<file path="config.mk">
export PLATFORM = sky130hd
export DESIGN_NAME = iam_monitor
export DESIGN_NICKNAME = d
export VERILOG_FILES = /design/src/hw/iam_pkg.sv /design/src/hw/iam_monitor.sv
export SDC_FILE = /design/constraint.sdc
export NUM_CORES = 1
export LEC_CHECK = 0
export ABC_AREA = 1
export CELL_PAD_IN_SITES_DETAIL_PLACEMENT = 1
export CELL_PAD_IN_SITES_GLOBAL_PLACEMENT = 2
export CORE_MARGIN = 3
export CORE_UTILIZATION = 33
export CTS_CLUSTER_DIAMETER = 50
export CTS_CLUSTER_SIZE = 14
export DETAILED_ROUTE_END_ITERATION = 10
export DONT_BUFFER_PORTS = 1
export PLACE_DENSITY_LB_ADDON = 0.1
export RECOVER_POWER = 25
export SETUP_SLACK_MARGIN = 0.02
export SLEW_MARGIN = 20
export SYNTH_ARGS = -nofsm -noshare
export SYNTH_HDL_FRONTEND = slang
export SYNTH_SLANG_ARGS = --single-unit
</file>
<file path="constraint.sdc">
create_clock -name ref_clk -period 2.45 [get_ports ref_clk]
set_input_delay 0.245 -clock ref_clk [delete_from_list [all_inputs] [get_ports ref_clk]]
set_output_delay 0.245 -clock ref_clk [all_outputs]
set_load 0.005 [all_outputs]
</file>
<file path="src/hw/iam_pkg.sv">
package iam_pkg;

  // ==========================================================
  // Address space and register map
  localparam int        ADDR_W         = 24;
  localparam logic [7:0] OFS_ECH       = 8'h80;
  localparam logic [7:0] OFS_ECL       = 8'h81;
  localparam logic [7:0] OFS_CCRH      = 8'h82;
  localparam logic [7:0] OFS_CCRL      = 8'h83;
  localparam logic [7:0] OFS_PCH       = 8'h85;
  localparam logic [7:0] OFS_PCM       = 8'h86;
  localparam logic [7:0] OFS_PCL       = 8'h87;
  localparam logic [7:0] OFS_IRQ_STAT  = 8'h90;
  localparam logic [7:0] OFS_IRQ_MASK  = 8'h91;
  localparam logic [7:0] OFS_DBG_STAT  = 8'h92;
  localparam logic [7:0] OFS_CTRL      = 8'h93;
  localparam logic [15:0] EC_CLEAR_KEY = 16'hffff;
  localparam logic [1:0] RESP_OKAY     = 2'h0;
  localparam logic [1:0] RESP_SLVERR   = 2'h2;

  // ==========================================================
  // Error code field encodings
  localparam logic [3:0] INIT_NONE  = 4'h0;
  localparam logic [3:0] INIT_CPU   = 4'h1;
  localparam logic [3:0] INIT_ADC   = 4'h3;
  localparam logic [3:0] TARGET_NONE = 4'h0;
  localparam logic [3:0] TARGET_REG  = 4'h1;
  localparam logic [3:0] TARGET_RAM  = 4'h2;
  localparam logic [3:0] TARGET_EEP  = 4'h3;
  localparam logic [3:0] TARGET_PFL  = 4'h4;
  localparam logic [3:0] TARGET_IFR  = 4'h5;
  localparam logic [3:0] KIND_OPF   = 4'h1;
  localparam logic [3:0] KIND_VEC   = 4'h2;
  localparam logic [3:0] KIND_LD    = 4'h3;
  localparam logic [3:0] KIND_ST    = 4'h4;
  localparam logic [3:0] ERR_ILL  = 4'h1;
  localparam logic [3:0] ERR_ECC  = 4'h2;

  // ==========================================================
  // Status bit positions (sticky and debug flags)
  localparam int ST_CPU_EXC = 0;
  localparam int ST_ADC_ERR = 1;
  localparam int ST_DBG_ILL = 2;
  localparam int ST_DBG_ECC = 3;
  localparam int DBG_ILL    = 0;
  localparam int DBG_WRFAULT = 1;
  localparam int DBG_RDBAD   = 2;

  // Region classes from the address decoder
  typedef enum logic [2:0] {
    RG_REG   = 3'h0,
    RG_RAM   = 3'h1,
    RG_EEP   = 3'h2,
    RG_RSV   = 3'h3,
    RG_RSVRO = 3'h4,
    RG_IFR   = 3'h5,
    RG_PFL   = 3'h6,
    RG_UNMAP = 3'h7
  } iam_region_e;

  typedef enum logic [1:0] {
    IN_CPU = 2'h0,
    IN_DBG = 2'h1,
    IN_ADC = 2'h2
  } iam_init_e;

  // One observed bus access
  typedef struct packed {
    logic             valid;
    iam_init_e        init;
    logic [ADDR_W-1:0] addr;
    logic             write;
    logic             fetch;
    logic             vector;
    logic             eccErr;
    logic             nvmBusy;
    logic             nvmSupported;
  } iam_access_s;

  // Captured error code
  typedef struct packed {
    logic [3:0] initiator;
    logic [3:0] target;
    logic [3:0] kind;
    logic [3:0] err;
  } iam_ecode_s;

endpackage

</file>
<file path="src/hw/iam_monitor.sv">
`timescale 1ns/10ps
// Summary of operation
// - On a processor fault capture the 24-bit PC of the faulting instruction.
// - After the error code is cleared the captured PC is not meaningful.
// - One 16MB global address space shared by processor, converter, debugger.
// - Every access is classified by initiator, region and kind.
// - Register space: processor/debugger read-write legal; converter or fetch illegal.
// - Reserved space: processor write only in special mode; converter, fetch illegal.
// - RAM all legal; NVM and read-only writes illegal; unmapped illegal.
// - Fetch legal from EEPROM/flash, illegal from IFR; NVM collisions illegal.
// - Processor illegal access raises a machine exception.
// - Debugger illegal access sets the debug illegal-access flag.
// - Converter illegal access raises the converter error interrupt.
// - Prefetch illegal accesses still raise machine exceptions.
// - Uncorrectable ECC on processor or converter access raises a machine exception.
// - Uncorrectable ECC on debugger access sets write-fault or read-invalid flag.
// - A non-zero error code freezes the error code, PC and condition codes.
// - Writing 0xffff across both error code bytes clears them.
// - Initiator and target fields use the documented encodings.
// - Access and error type fields use the documented encodings.
module iam_monitor #(
  parameter logic [23:0] RAM_BASE   = 24'h001000,
  parameter logic [23:0] RAM_TOP    = 24'h001fff,
  parameter logic [23:0] EEP_BASE   = 24'h100000,
  parameter logic [23:0] EEP_TOP    = 24'h1003ff,
  parameter logic [23:0] RSV_TOP    = 24'h0fffff,
  parameter logic [23:0] RO_BASE    = 24'h1f4000,
  parameter logic [23:0] RO_TOP     = 24'h1fbfff,
  parameter logic [23:0] IFR_BASE   = 24'h1fc000,
  parameter logic [23:0] IFR_TOP    = 24'h1fffff,
  parameter logic [23:0] PFL_BASE   = 24'hfe0000,
  parameter logic [23:0] REG_TOP    = 24'h000fff
) (
  // Clock and reset
  input  wire logic                  ref_clk,
  input  wire logic                  sys_rst,
  // Observed access and processor context
  input  wire iam_pkg::iam_access_s  busAccess,
  input  wire logic [23:0]           fault_pc_value,
  input  wire logic [15:0]           cpuCcr,
  input  wire logic                  specialMode,
  // Avalon-MM slave
  input  wire logic [7:0]            avs_address,
  input  wire logic                  avs_read,
  input  wire logic                  avs_write,
  input  wire logic [31:0]           avs_writedata,
  input  wire logic [3:0]            avs_byteenable,
  output logic [31:0]                avs_readdata,
  output logic                       avs_waitrequest,
  output logic [1:0]                 avs_response,
  // Fault reporting
  output logic                       machineException,
  output logic                       adcErrorIrq,
  output logic [2:0]                 debugStatus,
  output logic                       irq
);

  // Region bounds must be ordered and must not overlap
  if (RAM_BASE > RAM_TOP || RAM_BASE <= REG_TOP || EEP_BASE > EEP_TOP
      || RO_BASE > RO_TOP || IFR_BASE > IFR_TOP || PFL_BASE <= IFR_TOP) begin : g_badBounds
    $error("iam_monitor: bad region bounds");
  end

  // ==========================================================
  // Region decode
  // 24-bit global map
  function automatic iam_pkg::iam_region_e regionOf(input logic [23:0] a);
    if (a <= REG_TOP) regionOf = iam_pkg::RG_REG;
    else if (a >= RAM_BASE && a <= RAM_TOP) regionOf = iam_pkg::RG_RAM;
    else if (a >= EEP_BASE && a <= EEP_TOP) regionOf = iam_pkg::RG_EEP;
    else if (a <= RSV_TOP) regionOf = iam_pkg::RG_RSV;
    else if (a >= RO_BASE && a <= RO_TOP) regionOf = iam_pkg::RG_RSVRO;
    else if (a >= IFR_BASE && a <= IFR_TOP) regionOf = iam_pkg::RG_IFR;
    else if (a >= PFL_BASE) regionOf = iam_pkg::RG_PFL;
    else regionOf = iam_pkg::RG_UNMAP;
  endfunction

  wire iam_pkg::iam_region_e region = regionOf(busAccess.addr);
  wire isAdc   = busAccess.init == iam_pkg::IN_ADC;
  wire isDbg   = busAccess.init == iam_pkg::IN_DBG;
  wire isCpu   = busAccess.init == iam_pkg::IN_CPU;
  wire isWr    = busAccess.write;
  wire isFetch = busAccess.fetch;
  wire isNvm   = region == iam_pkg::RG_EEP || region == iam_pkg::RG_PFL
                 || region == iam_pkg::RG_IFR;

  // ==========================================================
  // Legality table
  logic illegal;
  always_comb begin
    case (region)
      iam_pkg::RG_REG:   illegal = isAdc || isFetch;
      iam_pkg::RG_RAM:   illegal = 1'b0;
      iam_pkg::RG_EEP,
      iam_pkg::RG_PFL:   illegal = isWr;
      iam_pkg::RG_RSV:   illegal = isAdc || isFetch || (isCpu && isWr && !specialMode);
      iam_pkg::RG_RSVRO,
      iam_pkg::RG_IFR:   illegal = isWr || isFetch || isAdc;
      default:           illegal = 1'b1;
    endcase
    if (isNvm && busAccess.nvmBusy && !busAccess.nvmSupported) begin
      illegal = 1'b1;
    end
  end

  wire illEvt = busAccess.valid && illegal;
  wire eccEvt = busAccess.valid && !illegal && busAccess.eccErr;

  // ==========================================================
  // Error code composition
  wire logic [3:0] targetCode =
      (region == iam_pkg::RG_REG) ? iam_pkg::TARGET_REG :
      (region == iam_pkg::RG_RAM) ? iam_pkg::TARGET_RAM :
      (region == iam_pkg::RG_EEP) ? iam_pkg::TARGET_EEP :
      (region == iam_pkg::RG_PFL) ? iam_pkg::TARGET_PFL :
      (region == iam_pkg::RG_IFR) ? iam_pkg::TARGET_IFR : iam_pkg::TARGET_NONE;
  wire logic [3:0] kindCode =
      busAccess.vector ? iam_pkg::KIND_VEC :
      isFetch ? iam_pkg::KIND_OPF :
      isWr ? iam_pkg::KIND_ST : iam_pkg::KIND_LD;
  wire iam_pkg::iam_ecode_s newCode = '{
      initiator: isAdc ? iam_pkg::INIT_ADC : iam_pkg::INIT_CPU,
      target: targetCode,
      kind: kindCode,
      err: illEvt ? iam_pkg::ERR_ILL : iam_pkg::ERR_ECC};

  // Fault event classes
  // machine exception sources
  wire cpuExcEvt = isCpu && (illEvt || eccEvt) || isAdc && eccEvt;
  wire adcIllEvt = isAdc && illEvt;
  wire dbgIllEvt = isDbg && illEvt;
  wire dbgEccEvt = isDbg && eccEvt;
  wire captEvt   = (isCpu || isAdc) && (illEvt || eccEvt);

  // ==========================================================
  // Bus decode
  wire rdAcc = avs_read && avs_waitrequest;
  wire wrAcc = avs_write && avs_waitrequest;
  wire hitEc = avs_address == iam_pkg::OFS_ECH;
  wire hitSt = avs_address == iam_pkg::OFS_IRQ_STAT;
  wire hitMk = avs_address == iam_pkg::OFS_IRQ_MASK;
  wire hitDs = avs_address == iam_pkg::OFS_DBG_STAT;
  wire ecClear = wrAcc && hitEc && avs_byteenable[1:0] == 2'h3
                 && avs_writedata[15:0] == iam_pkg::EC_CLEAR_KEY;
  wire stRead  = rdAcc && hitSt;
  wire dsWrite = wrAcc && hitDs;

  // ==========================================================
  // State
  iam_pkg::iam_ecode_s ecode_ff;
  logic [23:0]         pc_ff;
  logic [15:0]         ccr_ff;
  logic [3:0]          stat_ff;
  logic [3:0]          mask_ff;
  logic [2:0]          dbg_ff;
  logic [31:0]         rdata_ff;
  logic                wait_ff;
  logic [1:0]          resp_ff;
  logic                exc_ff;
  logic                adcIrq_ff;
  logic                irq_ff;

  wire ecZero = ecode_ff == '0;
  wire doCapt = captEvt && ecZero;

  wire logic [3:0] evtVec = {dbgEccEvt, dbgIllEvt, adcIllEvt, cpuExcEvt};
  // Set wins over read-clear
  wire logic [3:0] nxt_stat = (stRead ? 4'h0 : stat_ff) | evtVec;
  // debug flags, write one to clear
  wire logic [2:0] dbgSet = {dbgEccEvt && !isWr, dbgEccEvt && isWr, dbgIllEvt};
  wire logic [2:0] nxt_dbg = (dsWrite ? dbg_ff & ~avs_writedata[2:0] : dbg_ff) | dbgSet;

  // Read mux
  logic [31:0] nxt_rdata;
  logic        unmapped;
  always_comb begin
    nxt_rdata = 32'h0;
    unmapped  = 1'b0;
    case (avs_address)
      iam_pkg::OFS_ECH:      nxt_rdata = {16'h0, ecode_ff};
      iam_pkg::OFS_CCRH:     nxt_rdata = {16'h0, ccr_ff};
      iam_pkg::OFS_PCH:      nxt_rdata = {8'h0, pc_ff};
      iam_pkg::OFS_IRQ_STAT: nxt_rdata = {28'h0, stat_ff};
      iam_pkg::OFS_IRQ_MASK: nxt_rdata = {28'h0, mask_ff};
      iam_pkg::OFS_DBG_STAT: nxt_rdata = {29'h0, dbg_ff};
      default:               unmapped  = 1'b1;
    endcase
  end

  // Bus handshake: one wait cycle then ack
  always_ff @(posedge ref_clk) begin
    if (sys_rst) begin
      wait_ff  <= 1'b1;
      rdata_ff <= 32'h0;
      resp_ff  <= iam_pkg::RESP_OKAY;
    end else begin
      wait_ff  <= !(rdAcc || wrAcc);
      rdata_ff <= rdAcc ? nxt_rdata : rdata_ff;
      resp_ff  <= (rdAcc || wrAcc)
                  ? (unmapped ? iam_pkg::RESP_SLVERR : iam_pkg::RESP_OKAY) : resp_ff;
    end
  end

  // Capture registers
  always_ff @(posedge ref_clk) begin
    if (sys_rst) begin
      ecode_ff <= '0;
      pc_ff    <= 24'h0;
      ccr_ff   <= 16'h0;
    end else if (doCapt) begin
      ecode_ff <= newCode;
      pc_ff    <= fault_pc_value;
      ccr_ff   <= cpuCcr;
    end else if (ecClear) begin
      ecode_ff <= '0;
    end
  end

  // Status, mask and outputs
  always_ff @(posedge ref_clk) begin
    if (sys_rst) begin
      stat_ff   <= 4'h0;
      mask_ff   <= 4'h0;
      dbg_ff    <= 3'h0;
      exc_ff    <= 1'b0;
      adcIrq_ff <= 1'b0;
      irq_ff    <= 1'b0;
    end else begin
      stat_ff   <= nxt_stat;
      mask_ff   <= (wrAcc && hitMk) ? avs_writedata[3:0] : mask_ff;
      dbg_ff    <= nxt_dbg;
      exc_ff    <= cpuExcEvt;
      adcIrq_ff <= adcIllEvt;
      irq_ff    <= |(nxt_stat & ((wrAcc && hitMk) ? avs_writedata[3:0] : mask_ff));
    end
  end

  assign avs_readdata     = rdata_ff;
  assign avs_waitrequest  = wait_ff;
  assign avs_response     = resp_ff;
  assign machineException = exc_ff;
  assign adcErrorIrq      = adcIrq_ff;
  assign debugStatus      = dbg_ff;
  assign irq              = irq_ff;

  // ==========================================================
  // Assertions
  property p_exc;
    @(posedge ref_clk) disable iff (sys_rst)
      (busAccess.valid && isCpu && illegal) |=> machineException;
  endproperty
  a_exc: assert property (p_exc) else $error("cpu illegal without exception");

  property p_adc;
    @(posedge ref_clk) disable iff (sys_rst)
      (busAccess.valid && isAdc && illegal) |=> adcErrorIrq && !machineException;
  endproperty
  a_adc: assert property (p_adc) else $error("adc illegal without interrupt");

  property p_dbg;
    @(posedge ref_clk) disable iff (sys_rst)
      (busAccess.valid && isDbg && illegal) |=> debugStatus[iam_pkg::DBG_ILL];
  endproperty
  a_dbg: assert property (p_dbg) else $error("debug illegal flag not set");

  property p_dbgnoexc;
    @(posedge ref_clk) disable iff (sys_rst)
      (busAccess.valid && isDbg) |=> !machineException;
  endproperty
  a_dbgnoexc: assert property (p_dbgnoexc) else $error("debug access raised exception");

  property p_ram;
    @(posedge ref_clk) disable iff (sys_rst)
      (busAccess.valid && region == iam_pkg::RG_RAM && !busAccess.eccErr)
        |=> !machineException && !adcErrorIrq;
  endproperty
  a_ram: assert property (p_ram) else $error("ram access flagged illegal");

  property p_hold;
    @(posedge ref_clk) disable iff (sys_rst)
      (!ecZero && !ecClear) |=> $stable(pc_ff) && $stable(ecode_ff) && $stable(ccr_ff);
  endproperty
  a_hold: assert property (p_hold) else $error("capture changed while held");

  property p_clr;
    @(posedge ref_clk) disable iff (sys_rst)
      (ecClear && !doCapt) |=> ecZero;
  endproperty
  a_clr: assert property (p_clr) else $error("error code not cleared");

  property p_pc;
    @(posedge ref_clk) disable iff (sys_rst)
      doCapt |=> pc_ff == $past(fault_pc_value) && ecode_ff.initiator != iam_pkg::INIT_NONE;
  endproperty
  a_pc: assert property (p_pc) else $error("pc not captured");

endmodule

</file>
**Word level (Yosys, flattened, before mapping)**

Index checks and enable logic that the tools add are counted.

- Flip-flop bits (word level): 105
- Logic and storage cells: 124

- Magnitude comparators: 11
- Equality and inequality tests: 16
- Muxes and demuxes: 26
- Bitwise logic cells: 5
- Reduce and logical (&&, ||, !) cells: 51

Operator list:

| cell | number |
|---|---|
| 24-bit one-hot mux with 6 select lines | 1 |
| 24-bit by 21-bit >= comparator with 1-bit output, second input constant | 3 |
| 24-bit by 21-bit <= comparator with 1-bit output, second input constant | 3 |
| 8-bit == test, second input constant | 6 |
| 3-bit 2-to-1 mux | 13 |
| 16-bit 2-to-1 mux | 2 |
| 1-bit logical AND | 28 |
| 24-bit by 13-bit >= comparator with 1-bit output, second input constant | 1 |
| 24-bit >= comparator, second input constant | 1 |
| 24-bit by 12-bit <= comparator with 1-bit output, second input constant | 1 |
| 24-bit by 13-bit <= comparator with 1-bit output, second input constant | 1 |
| 24-bit by 20-bit <= comparator with 1-bit output, second input constant | 1 |
| 16-bit == test, second input constant | 1 |
| 16-bit logical NOT | 1 |
| 1-bit logical OR | 10 |
| 2-bit 2-to-1 mux | 5 |
| 3-bit == test, second input constant | 3 |
| 4-bit 2-to-1 mux | 2 |
| 3-bit by 2-bit == test with 1-bit output, second input constant | 2 |
| 6-bit OR reduction | 1 |
| 1-bit logical NOT | 5 |
| 1-bit one-hot mux with 5 select lines | 1 |
| 4-bit AND | 1 |
| 2-bit == test, second input constant | 2 |
| other kinds (12) | 14 |

**Longest topological paths before layout**

Gate-level depths: netlist of run 1.

- Depth after elaboration: 23
- Mapped depth: 18

**Worst setup path after synthesis of run 1**

No wires, ideal clock.

- Kind: input -> register
- Start: in busAccess[27] (netlist bit)
- End: reg ccr_ff[6]
- Data arrival time: 1,692 ps
- Required time: 2,334 ps
- Setup slack: 643 ps
- Stages: 15
- Buffers on the path: 2
- Cells stage by stage: or2_4 -> nor2_4 -> nand2_2 -> nand2_4 -> inv_2 -> nand4_1 -> nand2_1 -> inv_1 -> nand3_4 -> nand3_4 -> nand2_4 -> buf_12 -> buf_12 -> nor2_2 -> nor2_1

- Longest elaborated chain between the ends: 20
- Elaborated cells between the ends (all ways): 44
- Those cells by class: order compare (11); eq/ne (6); mux (9); reduce/logical (18)

Ends and longest elaborated chain:

| item | line | text |
|---|---|---|
| start: declaration | iam_monitor.sv:38 | `input wire iam_pkg::iam_access_s busAccess,` |
| 24-bit >= comparator, or another cell as far along | iam_monitor.sv:74 | `else if (a >= PFL_BASE) regionOf = iam_pkg::RG_PFL;` |
| 1-bit 2-to-1 mux / 1-bit logical AND (equally long branches) | iam_monitor.sv:74, iam_monitor.sv:73 |  |
| 2-bit 2-to-1 mux | iam_monitor.sv:73 | `else if (a >= IFR_BASE && a <= IFR_TOP) regionOf = iam_pkg::RG_IFR;` |
| 2-bit 2-to-1 mux | iam_monitor.sv:72 | `else if (a >= RO_BASE && a <= RO_TOP) regionOf = iam_pkg::RG_RSVRO;` |
| 3-bit 2-to-1 mux | iam_monitor.sv:71 | `else if (a <= RSV_TOP) regionOf = iam_pkg::RG_RSV;` |
| 3-bit 2-to-1 mux | iam_monitor.sv:70 | `else if (a >= EEP_BASE && a <= EEP_TOP) regionOf = iam_pkg::RG_EEP;` |
| 3-bit 2-to-1 mux | iam_monitor.sv:69 | `else if (a >= RAM_BASE && a <= RAM_TOP) regionOf = iam_pkg::RG_RAM;` |
| 3-bit 2-to-1 mux * | iam_monitor.sv:68 | `if (a <= REG_TOP) regionOf = iam_pkg::RG_REG;` |
| branches (longest 5 deep; another with 1-bit one-hot mux with 5 select lines) | -- |  |
| 1-bit 2-to-1 mux * | iam_monitor.sv:101 | `if (isNvm && busAccess.nvmBusy && !busAccess.nvmSupported) begin` |
| 1-bit logical NOT | iam_monitor.sv:107 | `wire eccEvt = busAccess.valid && !illegal && busAccess.eccErr;` |
| 1-bit logical AND (2 in a row) | iam_monitor.sv:107 |  |
| 1-bit logical OR * | iam_monitor.sv:133 | `wire captEvt = (isCpu \|\| isAdc) && (illEvt \|\| eccEvt);` |
| 1-bit logical AND * | iam_monitor.sv:133 |  |
| 1-bit logical AND * | iam_monitor.sv:164 | `wire doCapt = captEvt && ecZero;` |
| end signal: assignment | iam_monitor.sv:213 | `ccr_ff <= cpuCcr;` |
| end: declaration | iam_monitor.sv:152 | `logic [15:0] ccr_ff;` |

Mark *: on every way between the ends.
A chain may end at the register's enable or synchronous reset.

**Worst setup path in the final report of run 1**

- Start: reg ecode_ff[8] (netlist bit)
- End: reg pc_ff[20]

- Longest elaborated chain between the ends: 2

Ends and longest elaborated chain:

| item | line | text |
|---|---|---|
| start: declaration | iam_monitor.sv:150 | `iam_pkg::iam_ecode_s ecode_ff;` |
| start signal: assignment | iam_monitor.sv:211 | `ecode_ff <= newCode;` |
| 16-bit logical NOT | iam_monitor.sv:163 | `wire ecZero = ecode_ff == '0;` |
| 1-bit logical AND | iam_monitor.sv:164 |  |
| end signal: assignment | iam_monitor.sv:212 | `pc_ff <= fault_pc_value;` |
| end: declaration | iam_monitor.sv:151 | `logic [23:0] pc_ff;` |

No other way between the ends.

==> results of run 1 <==
[layer usage]
layer | GRT usage | up-vias | part of all wire
met2 | 0.3021 | 82 | 0.47
met4 | 0.06657 | 0 | 0.014
met5 | 0 | - | 0
li1 | - | 1922 | -
met1 | 0.2380 | 1834 | 0.47
met3 | 0.04069 | 13 | 0.051
[power by group through the flow]
stage | Combinational [W] | Clock (W) | Sequential, W
after floorplan | 0.000409 | 0 | 0.00166
after global placement | 0.000406 | 0 | 0.00168
after detailed placement | 0.000419 | 0 | 0.00168
after CTS | 0.000438 | 0.00155 | 0.00165
after global routing | 0.000497 | 0.00161 | 0.00166
final | 0.000427 | 0.00151 | 0.00165
[cell usage after synthesis, types with 3 or more instances]
cell / instances
a21oi_2: 4
nand2_1: 129
clkbuf_1: 16
o21ai_0: 39
dfxtp_1: 90
inv_1: 42
buf_4: 9
nor3_1: 6
nand3_2: 6
nor2_2: 32
nand3_1: 29
buf_12: 4
buf_6: 3
nor4_1: 4
o21ai_1: 15
nand4_1: 22
nor2_1: 79
a21oi_1: 33
a31oi_1: 4
[state kept, by name, summed over array words and instances (netlist names)]
signal and flops:
adcErrorIrq 1, ccr_ff 16, mask_ff 4, avs_response 1
stat_ff 4, ecode_ff 10, pc_ff 24, avs_readdata 24
avs_waitrequest 1, irq 1, machineException 1, debugStatus 3
[cell type report]
cell class	count	area (sq um)	area share
Timing Repair Buffer	13	110.1	0.02328
Sequential cell	90	1802	0.3810
Tap cell	172	215.2	0.04550
Clock buffer	12	266.5	0.05635
Clock inverter	4	56.30	0.01190
Multi-Input combinational cell	431	2102	0.4444
Inverter	46	177.7	0.03757
[cell families after synthesis]
logic type	count (synthesis)
other cells	1
flops	90
compound gates	102
simple gates	319
xor+xnor	1
buf+inv	81
[per-stage QoR]
stage | hold WS [ns] | cells
2_1_floorplan | 0.3904 | 602
3_3_place_gp | 0.3205 | 751
3_5_place_dp | 0.3216 | 751
4_1_cts | 0.03718 | 768
5_1_grt | 0.04444 | 768
6_report | 0.04742 | 768
[repair_timing]
action                                  CTS  global route
hold endpoints to repair                 41             0
hold buffers                              1             0
endpoints found under the setup margin    0             0
[final timing paths]
path	from	endpoint	cells past startpoint	slack [ns]
worst min-delay path	cpuCcr[15]	ccr_ff[15]	2	0.05
worst min register to register	pc_ff[22]	avs_readdata[22]	2	0.47
worst max-delay path	ecode_ff[8]	pc_ff[20]	8	0.52
worst max register to register	ecode_ff[8]	pc_ff[20]	8	0.52
==> summary.txt, run 1 <==
Status
  • Run status: finished, final reports clean

Route
  • Number of vias per cell: 5.014
  • Final WL: 12870 microns
  • Wire length per cell: 16.76 microns
  • Drt initial violations: 220
  • Antenna-violating nets left: 0
  • Via count: 3851
  • DR pass1 iterations: 4
  • DRC viols: 0

Clock tree
  • CTS buffer count: 9
  • Clock latency at the later pin of the worst-skew pair: 0.35 ns
  • Post-CTS setup buffers: 0
  • CTS clk-pin slew, worst paths: 0.07 ns
  • CTS sink cnt: 90
  • CTS tree: done
  • Post-CTS Resized: 0
  • CTS Root Cell: clkbuf_16
  • Max Root-Sink Buffers: 2
  • H-tree depth: 3

Min path
  • Hold Path Class: input pin to flip-flop

STA
  • Setup violators final: 0
  • TNS Setup: 0 ns
  • Period utilisation layout: 0.7864
  • Max Clk Rate: 0.5190 GHz
  • Clk_skew: 0.01033 ns
  • Crit path time final: 1.927 ns
  • Unrepaired setup endpoints after global routing: no
  • Fin worst setup slack: 0.5233 ns
  • Count of final hold-check violations: 0
  • Fin. max-slew vios: 0

Logic synthesis
  • Post-synthesis adder-cell area fraction: 0
  • Synth Area in Compound Gates: 0.1292
  • Synthesized flop and latch total: 90
  • Cell taking the most area after synthesis: dfxtp_1
  • Post-synth top area share: 0.4173
  • Ys Warns: 0
  • Largest family of logic cells by synthesized area: simple AND/OR/NAND/NOR gates
  • Register area share after synthesis: 0.4173
  • Number of flops mapped to enable cells by yosys: 0
  • Cell Area, Synth: 4318 sq um
  • Multiplexer area fraction after synthesis: 0
  • Top cells by area, synth: dfxtp_1, nand2_1, nor2_1
  • Most used DFF post-synth: dfxtp_1
  • Synth Area in XOR/XNOR: 0.002028
  • Synth Area in Simple Gates: 0.3477
  • Mapped Avg Cell Area: 7.269 sq um
  • Async SR Flop Fraction: 0
  • Synth unique cells: 37
  • Post-Syn Instances: 594

Placement
  • I/O Buffers: 0
  • DP Area: 4387 sq um
  • Final Wtd Congestion: 0.8126
  • HPWL Detailed: 9337 microns
  • Placement Setup Slack: 0.1717 ns

Job
  • Max-Cap Viols: 0

Layout
  • Design Area, Final: 4730 sq um
  • Most common cell after layout, fill and taps aside: nand2_1
  • Fill count: 1616
  • Final core occ: 0.3718
  • Fraction of layout cells with a size suffix above 1: 0.1443
  • Final net count: 713
  • Commonest non-fill, non-tap cells in the layout: nand2_1, dfxtp_1, nor2_1
  • Layout area overhead: 9.534%
  • N_diodes: 0

Global route
  • Number of global-route vias before repair: 4000
  • Gr ovfl total: 0
  • GRT Total Usage: 0.1841
  • Antenna violations before repair: 0
  • First-pass GRT wire length: 20830 microns
  • Largest net degree at the start of global routing: 47

Critical path
  • CP delay by family, top: simple AND/OR/NAND/NOR gates
  • Arr. time, crit path: 2.21 ns
  • WP data required: 2.74 ns
  • Crit-path cells: nor4_1, nand3_1, inv_1, nand3_4, nand2_4, buf_4, nor2_1, nor2_1
  • CP Capture Type: flip-flop
  • Maximum fanout along the worst path: 19
  • Slowest cell on the critical path: nor4_1
  • WS Path Type: flip-flop to flip-flop
  • Most used cell, CP: nor2_1
  • Buf/Inv on CP: 2
  • CP peak stage delay: 0.35 ns
  • CP Launch Type: flip-flop

Floorplanning
  • Initial Utilization: 0.3394
  • IO Pins: 163
  • Core ar.: 12720 sq um
  • Die Y: 120.4 microns
  • Row count: 41
  • Die area: 14490 sq um
  • Die W: 120.4 microns

Pwr
  • Sw power: 0.0009768 W
  • Clock power frac: 0.421
  • Pint: 0.002609 W
  • Leak Pwr: 1.914 nW
  • PD cells: 758.2 nW/um^2
  • Combinational Power Share: 0.119
  • Peak supply drop: 0.3011 mV
  • Power, Total: 0.003586 W
  • Sequential cell fraction of total power: 0.460
  • Switching share of power: 0.2724
No activity file was read; power rests on OpenSTA's default activity.
==> run 2, diff against run 1 <==
--- a/config.mk
+++ b/config.mk
@@ -5,11 +5,11 @@
 export SDC_FILE = /design/constraint.sdc
 export NUM_CORES = 1
 export LEC_CHECK = 0
-export ABC_AREA = 1
+export ABC_AREA = 0
 export CELL_PAD_IN_SITES_DETAIL_PLACEMENT = 1
 export CELL_PAD_IN_SITES_GLOBAL_PLACEMENT = 2
 export CORE_MARGIN = 3
-export CORE_UTILIZATION = 33
+export CORE_UTILIZATION = 32
 export CTS_CLUSTER_DIAMETER = 50
 export CTS_CLUSTER_SIZE = 14
 export DETAILED_ROUTE_END_ITERATION = 10
==> constraint.sdc (replaced) <==
create_clock -name ref_clk -period 1.76 [get_ports ref_clk]
set_input_delay 0.176 -clock ref_clk [delete_from_list [all_inputs] [get_ports ref_clk]]
set_output_delay 0.176 -clock ref_clk [all_outputs]
set_load 0.005 [all_outputs]
==> run 2 against run 1 <==
The run now ends with negative setup slack left. Worst hold slack lost 0.024 ns. Non-clock buffer count grew 84. Cell count shrank 2.2%. Via count grew 0.47%. Flip-flop and latch count is the same. First-iteration DRC count grew 13%.
==> summary.txt, run 2 <==
STA
  • Fin. max-slew vios: 0
  • Period utilisation layout: 1.280
  • Clk_skew: 0.006824 ns
  • Crit path time final: 2.254 ns
  • Count of final hold-check violations: 0
  • Fin worst setup slack: -0.4935 ns
  • Unrepaired setup endpoints after global routing: yes
  • Setup violators final: 60
  • Max Clk Rate: 0.4437 GHz
  • Least-Margin Pin Slew: 0.5800 ns
  • Rel. slew slack: 0.6098

Logic synthesis
  • Ys Warns: 0
  • Largest family of logic cells by synthesized area: simple AND/OR/NAND/NOR gates
  • Post-Syn Instances: 499
  • Mapped Avg Cell Area: 8.563 sq um
  • Cell Area, Synth: 4273 sq um
  • Synth Area in Compound Gates: 0.1239
  • Count leader, synth: nand2_1
  • Register area share after synthesis: 0.4217
  • Synthesized flop and latch total: 90
  • Top cells by area, synth: dfxtp_1, mux2i_1, nand2_1
  • Synth Area in XOR/XNOR: 0.002050
  • Commonest cells post-synth: nand2_1, dfxtp_1, mux2i_1
  • Most used DFF post-synth: dfxtp_1
  • Cell taking the most area after synthesis: dfxtp_1
  • Multiplexer area fraction after synthesis: 0.1444
  • Post-synthesis adder-cell area fraction: 0
  • Number of flops mapped to enable cells by yosys: 0
  • Synth Area in Simple Gates: 0.2378
  • Post-synth top area share: 0.4217
  • Synth unique cells: 57
  • Async SR Flop Fraction: 0

Layout
  • Layout area overhead: 33.24%
  • Fraction of layout cells with a size suffix above 1: 0.1762
  • Final net count: 696
  • N_diodes: 0
  • Fill count: 1499
  • Most common cell after layout, fill and taps aside: nand2_1
  • Design Area, Final: 5693 sq um
  • Commonest non-fill, non-tap cells in the layout: nand2_1, dfxtp_1, mux2i_1

Clock tree
  • Clock latency at the later pin of the worst-skew pair: 0.35 ns
  • CTS buffer count: 9
  • CTS tree: done
  • H-tree depth: 3
  • CTS clk-pin slew, worst paths: 0.07 ns
  • Max Root-Sink Buffers: 2
  • CTS Root Cell: clkbuf_16
  • CTS sink cnt: 90

Critical path
  • WS Path Type: input pin to flip-flop
  • Buf/Inv on CP: 2
  • R2R cell count: 9
  • Slowest cell on the critical path: or4_4
  • Maximum fanout along the worst path: 5
  • CP peak stage delay: 0.56 ns
  • R2r endpoint: pc_ff[4]
  • WP data required: 2.03 ns
  • CP delay by family, top: simple AND/OR/NAND/NOR gates
  • Arr. time, crit path: 2.52 ns
  • CP Capture Type: flip-flop
  • FF-to-FF Start: ecode_ff[1]
  • CP Launch Type: input pin
  • Crit-path cells: or4b_1, or4_4, o2111ai_4, a31oi_4, o311ai_4, o21a_4, buf_12, clkbuf_16, mux2i_1
  • Reg-to-reg slack, setup: -0.19 ns

Floorplanning
  • Core ar.: 12820 sq um
  • IO Pins: 163
  • Die Y: 121.6 microns
  • Row count: 41
  • Die area: 14780 sq um
  • Die W: 121.6 microns
  • Initial Utilization: 0.3332

Pwr
  • Pint: 0.003596 W
  • PD cells: 848.1 nW/um^2
  • Sw power: 0.001232 W
  • Combinational Power Share: 0.139
  • Peak supply drop: 0.4262 mV
  • Clock power frac: 0.405
  • Switching share of power: 0.2552
  • Sequential cell fraction of total power: 0.457
  • Power, Total: 0.004828 W
  • Leak Pwr: 2.091 nW

Route
  • Antenna-violating nets left: 0
  • Wire length per cell: 18.74 microns
  • DR pass1 iterations: 4
  • DRC viols: 0
  • Drt initial violations: 248
  • Via count: 3869
  • Final WL: 14080 microns
  • Number of vias per cell: 5.152

Global route
  • GRT Total Usage: 0.1909
  • Antenna violations before repair: 0
  • First-pass GRT wire length: 21800 microns
  • Gr ovfl total: 0
  • Number of global-route vias before repair: 4205
  • Largest net degree at the start of global routing: 76

Placement
  • HPWL Detailed: 9937 microns
  • DP Area: 4707 sq um
  • I/O Buffers: 0
  • Final Wtd Congestion: 0.8397
  • Placement Setup Slack: -0.8619 ns

Min path
  • Hold Path Class: input pin to flip-flop
  • Hold path startpoint: fault_pc_value[2]
  • Hold depth: 2
  • Worst Hold Endpoint: pc_ff[2]

Job
  • Max-Cap Viols: 0

Status
  • Failing checks: negative setup slack
  • Run status: finished with violations
run 2: changes by cell type after synthesis, sizes merged, moves of 15 or more:
| cell | change |
|---|---|
| o21ai | -40 |
| mux2i | +47 |
| a21oi | -19 |
| nor2 | -86 |
| inv | -35 |
| nand4 | -15 |
| nand2 | -16 |
run 2: what timing repair did:
item	4_1_cts	5_1_grt
gates cloned	1	3
endpoints found under the setup margin	60	60
hold endpoints to repair	78	0
buffers inserted	0	4
hold buffers	45	0
resized for setup	2	11
pin swaps	2	3
run 2: per-layer routing:
metal | global-route usage | wire (microns) | vias up
li1 | - | - | 1898
met1 | 0.2402 | 6293 | 1869
met2 | 0.3240 | 6859 | 89
met3 | 0.04178 | 721 | 13
met4 | 0.06513 | 202 | 0
met5 | 0 | 0 | -
run 2: power groups by stage:
| stage | Clock, W | Combinational (W) | Sequential, W |
|---|---|---|---|
| after floorplan | 0 | 0.000402 | 0.00222 |
| after global placement | 0 | 0.000467 | 0.00225 |
| after detailed placement | 0 | 0.000478 | 0.00225 |
| after CTS | 0.00201 | 0.000602 | 0.00221 |
| after global routing | 0.00207 | 0.000735 | 0.00221 |
| final | 0.00195 | 0.000669 | 0.00221 |
run 2: logic make-up (layout without fill, tap and decap cells):
| group | count (synthesis) | in the layout |
|---|---|---|
| AOI/OAI and AO/OA | 76 | 76 |
| buffers and inverters | 51 | 123 |
| other | 1 | 9 |
| and+or+nand+nor | 222 | 222 |
| xor gates and xnor gates | 1 | 1 |
| DFF | 90 | 90 |
| muxes | 58 | 58 |
run 2: layout make-up:
cell class | count | area [sq um] | area share
well taps | 172 | 215.2 | 0.03780
inverters | 10 | 37.54 | 0.006593
clock buffers | 10 | 229.0 | 0.04022
repair buffers | 97 | 1006 | 0.1767
flip-flops and latches | 90 | 1802 | 0.3165
clock inverters | 6 | 65.06 | 0.01143
multi-input cells | 366 | 2338 | 0.4108
run 2: per-stage QoR:
stage	hold slack [ns]	cells	setup TNS [ns]	utilization
finish	0.02361	751	-23.09	0.4439
global route	0.01768	751	-28.01	0.4439
CTS	0.005023	744	-19.83	0.4285
detailed placement	0.2539	682	-46.32	0.3670
global placement	0.2505	682	-44.18	0.3670
floorplan	0.2709	507	-37.00	-
run 2: worst max-delay path by stage:
stage,slack [ns],startpoint,to,cells past startpoint
2_1_floorplan,-0.68,busAccess[29],pc_ff[0],9
3_3_place_gp,-0.78,busAccess[29],ccr_ff[13],8
3_5_place_dp,-0.86,busAccess[29],pc_ff[6],8
4_1_cts,-0.40,busAccess[29],pc_ff[21],8
5_1_grt,-0.54,busAccess[29],pc_ff[19],9
6_report,-0.49,busAccess[29],pc_ff[4],9
==> run 3, diff against run 2 <==
==> constraint.sdc (replaced) <==
create_clock -name ref_clk -period 1.76 [get_ports ref_clk]
set_input_delay 0.088 -clock ref_clk [delete_from_list [all_inputs] [get_ports ref_clk]]
set_output_delay 0.088 -clock ref_clk [all_outputs]
set_load 0.005 [all_outputs]
==> run 3 against run 2 <==
The flow still finishes with violations (negative setup slack). Critical path type unchanged. Combinational power is 2% lower. Via count is 0.78% lower. Die area unchanged. Sequential power hardly changed. Power increased by 5.0%. Flip-flop and latch count unchanged. Largest cell class unchanged. Clock skew decreased by 0.00065 ns. Routed wire length rose by 2.4%.
==> summary.txt, run 3 (synthesis results as in run 2) <==
Critical path
  • Most used cell, CP: buf_6
  • WS Path Type: input pin to flip-flop
  • Maximum fanout along the worst path: 4
  • Slowest cell on the critical path: or4_4
  • Crit-path cells: or4b_1, or4_4, o2111ai_4, a31oi_4, o311ai_4, buf_6, buf_6, mux2i_1, o21ai_1
  • R2r endpoint: pc_ff[18]
  • Reg-to-reg slack, setup: -0.27 ns
  • CP startpoint: busAccess[29]
  • WP data required: 1.98 ns
  • CP delay by family, top: simple AND/OR/NAND/NOR gates
  • FF-to-FF Start: ecode_ff[5]
  • CP Launch Type: input pin
  • CP Capture Type: flip-flop
  • CP peak stage delay: 0.58 ns
  • Buf/Inv on CP: 2
  • Arr. time, crit path: 2.39 ns
  • R2R cell count: 8

Layout
  • Fin cells: 753
  • Final core occ: 0.4542
  • Fraction of layout cells with a size suffix above 1: 0.1962
  • N_diodes: 0
  • Layout area overhead: 36.34%
  • Most common cell after layout, fill and taps aside: nand2_1
  • Commonest non-fill, non-tap cells in the layout: nand2_1, dfxtp_1, dlygate4sd3_1
  • Fill count: 1487
  • Final net count: 699

Floorplanning
  • Core ar.: 12820 sq um
  • Initial Utilization: 0.3332
  • Row count: 41
  • Die Y: 121.6 microns
  • Die area: 14780 sq um
  • IO Pins: 163
  • Die W: 121.6 microns

STA
  • Fin. max-slew vios: 0
  • Setup violators final: 60
  • Period utilisation layout: 1.237
  • Fin worst setup slack: -0.4165 ns
  • Hold slack: 0.01205 ns
  • Rel. slew slack: 0.6534
  • Clk_skew: 0.006177 ns
  • Count of final hold-check violations: 0
  • Least-Margin Pin Slew: 0.5152 ns
  • Max Clk Rate: 0.4595 GHz
  • Unrepaired setup endpoints after global routing: yes
  • Crit path time final: 2.176 ns

Clock tree
  • H-tree depth: 3
  • CTS Root Cell: clkbuf_16
  • CTS clk-pin slew, worst paths: 0.06 ns
  • CTS buffer count: 9
  • Clock latency at the later pin of the worst-skew pair: 0.34 ns
  • CTS sink cnt: 90
  • Max Root-Sink Buffers: 2
  • CTS tree: done

Status
  • Run status: finished with violations
  • Failing checks: negative setup slack

Pwr
  • Leak Pwr: 2.131 nW
  • Peak supply drop: 0.4493 mV
  • PD cells: 870.4 nW/um^2

Placement
  • Final Wtd Congestion: 0.7773
  • Placement Setup Slack: -0.7741 ns
  • Placed insts: 680
  • HPWL Detailed: 9723 microns
  • I/O Buffers: 0

Route
  • Wire length per cell: 19.14 microns
  • Drt initial violations: 163
  • Final WL: 14410 microns
  • Antenna-violating nets left: 0
  • Via count: 3839
  • DR pass1 iterations: 5
  • Number of vias per cell: 5.098
  • DRC viols: 0

Global route
  • Number of global-route vias before repair: 4221
  • Largest net degree at the start of global routing: 75
  • Antenna violations before repair: 0
  • Gr ovfl total: 0
  • GRT Total Usage: 0.1946
  • First-pass GRT wire length: 22330 microns

Min path
  • Hold path startpoint: avs_writedata[1]
  • Hold depth: 2
  • Worst Hold Endpoint: mask_ff[1]
  • Hold Path Class: input pin to flip-flop

Job
  • Max-Cap Viols: 0
run 3: cell types whose count changed in the layout (fill, tap and decap cells not counted), sizes merged:
cell and change:
clkinv -1, dlygate4sd3 +6, clkbuf -3, inv -2, bufinv +2
run 3: final cells by class:
class,count,area (sq um),share of cell area
multi-input cells,366,2420,0.4154
flip-flops and latches,90,1802,0.3093
repair buffers,100,1010,0.1733
clock buffers,10,239.0,0.04102
well taps,172,215.2,0.03694
clock inverters,5,102.6,0.01761
inverters,10,37.54,0.006443
run 3: repair_timing:
item / CTS / global route
hold endpoints to repair: 84 / 0
gates cloned: 1 / 0
resized for setup: 3 / 35
pin swaps: 2 / 15
setup buffers: 0 / 6
hold buffers: 51 / 0
endpoints found under the setup margin: 60 / 60
run 3: worst reg2reg max path: cells and delay by family, from the launching register on:
kind            cells  cell delay, ns
compound gates      1            0.24
buf+inv             2            0.35
flops               1            0.32
mux                 1            0.25
simple gates        4            0.79
run 3: power breakdown:
| part | leakage, nW | switching [W] | internal (W) |
|---|---|---|---|
| sequential | 0.732 | 0.0000652 | 0.00214 |
| clock | 0.165 | 0.000798 | 0.00142 |
| combinational | 1.23 | 0.000328 | 0.000327 |
run 3: layer usage:
metal | share of wire | up-vias | track usage | wire, microns
li1 | - | 1905 | - | -
met1 | 0.43 | 1827 | 0.2504 | 6187
met2 | 0.51 | 92 | 0.3316 | 7299
met3 | 0.047 | 15 | 0.03435 | 677
met4 | 0.017 | 0 | 0.06232 | 248
met5 | 0 | - | 0 | 0
run 3: worst max path at each step:
| stage | slack (ns) | cells past startpoint | end |
|---|---|---|---|
| final | -0.42 | 9 | irq |
| after global routing | -0.47 | 9 | irq |
| after CTS | -0.35 | 8 | pc_ff[18] |
| after detailed placement | -0.77 | 8 | pc_ff[18] |
| after global placement | -0.67 | 8 | pc_ff[14] |
| after floorplan | -0.59 | 9 | pc_ff[0] |
run 3: through the flow:
stage / total power, W / TNS, ns / cell area (sq um)
6_report: 0.005071 / -19.10 / 5826
2_1_floorplan: 0.002626 / -31.70 / 4359
3_5_place_dp: 0.002728 / -39.44 / 4700
3_3_place_gp: 0.002718 / -36.99 / 4700
4_1_cts: 0.005088 / -16.07 / 5598
5_1_grt: 0.005280 / -23.12 / 5826
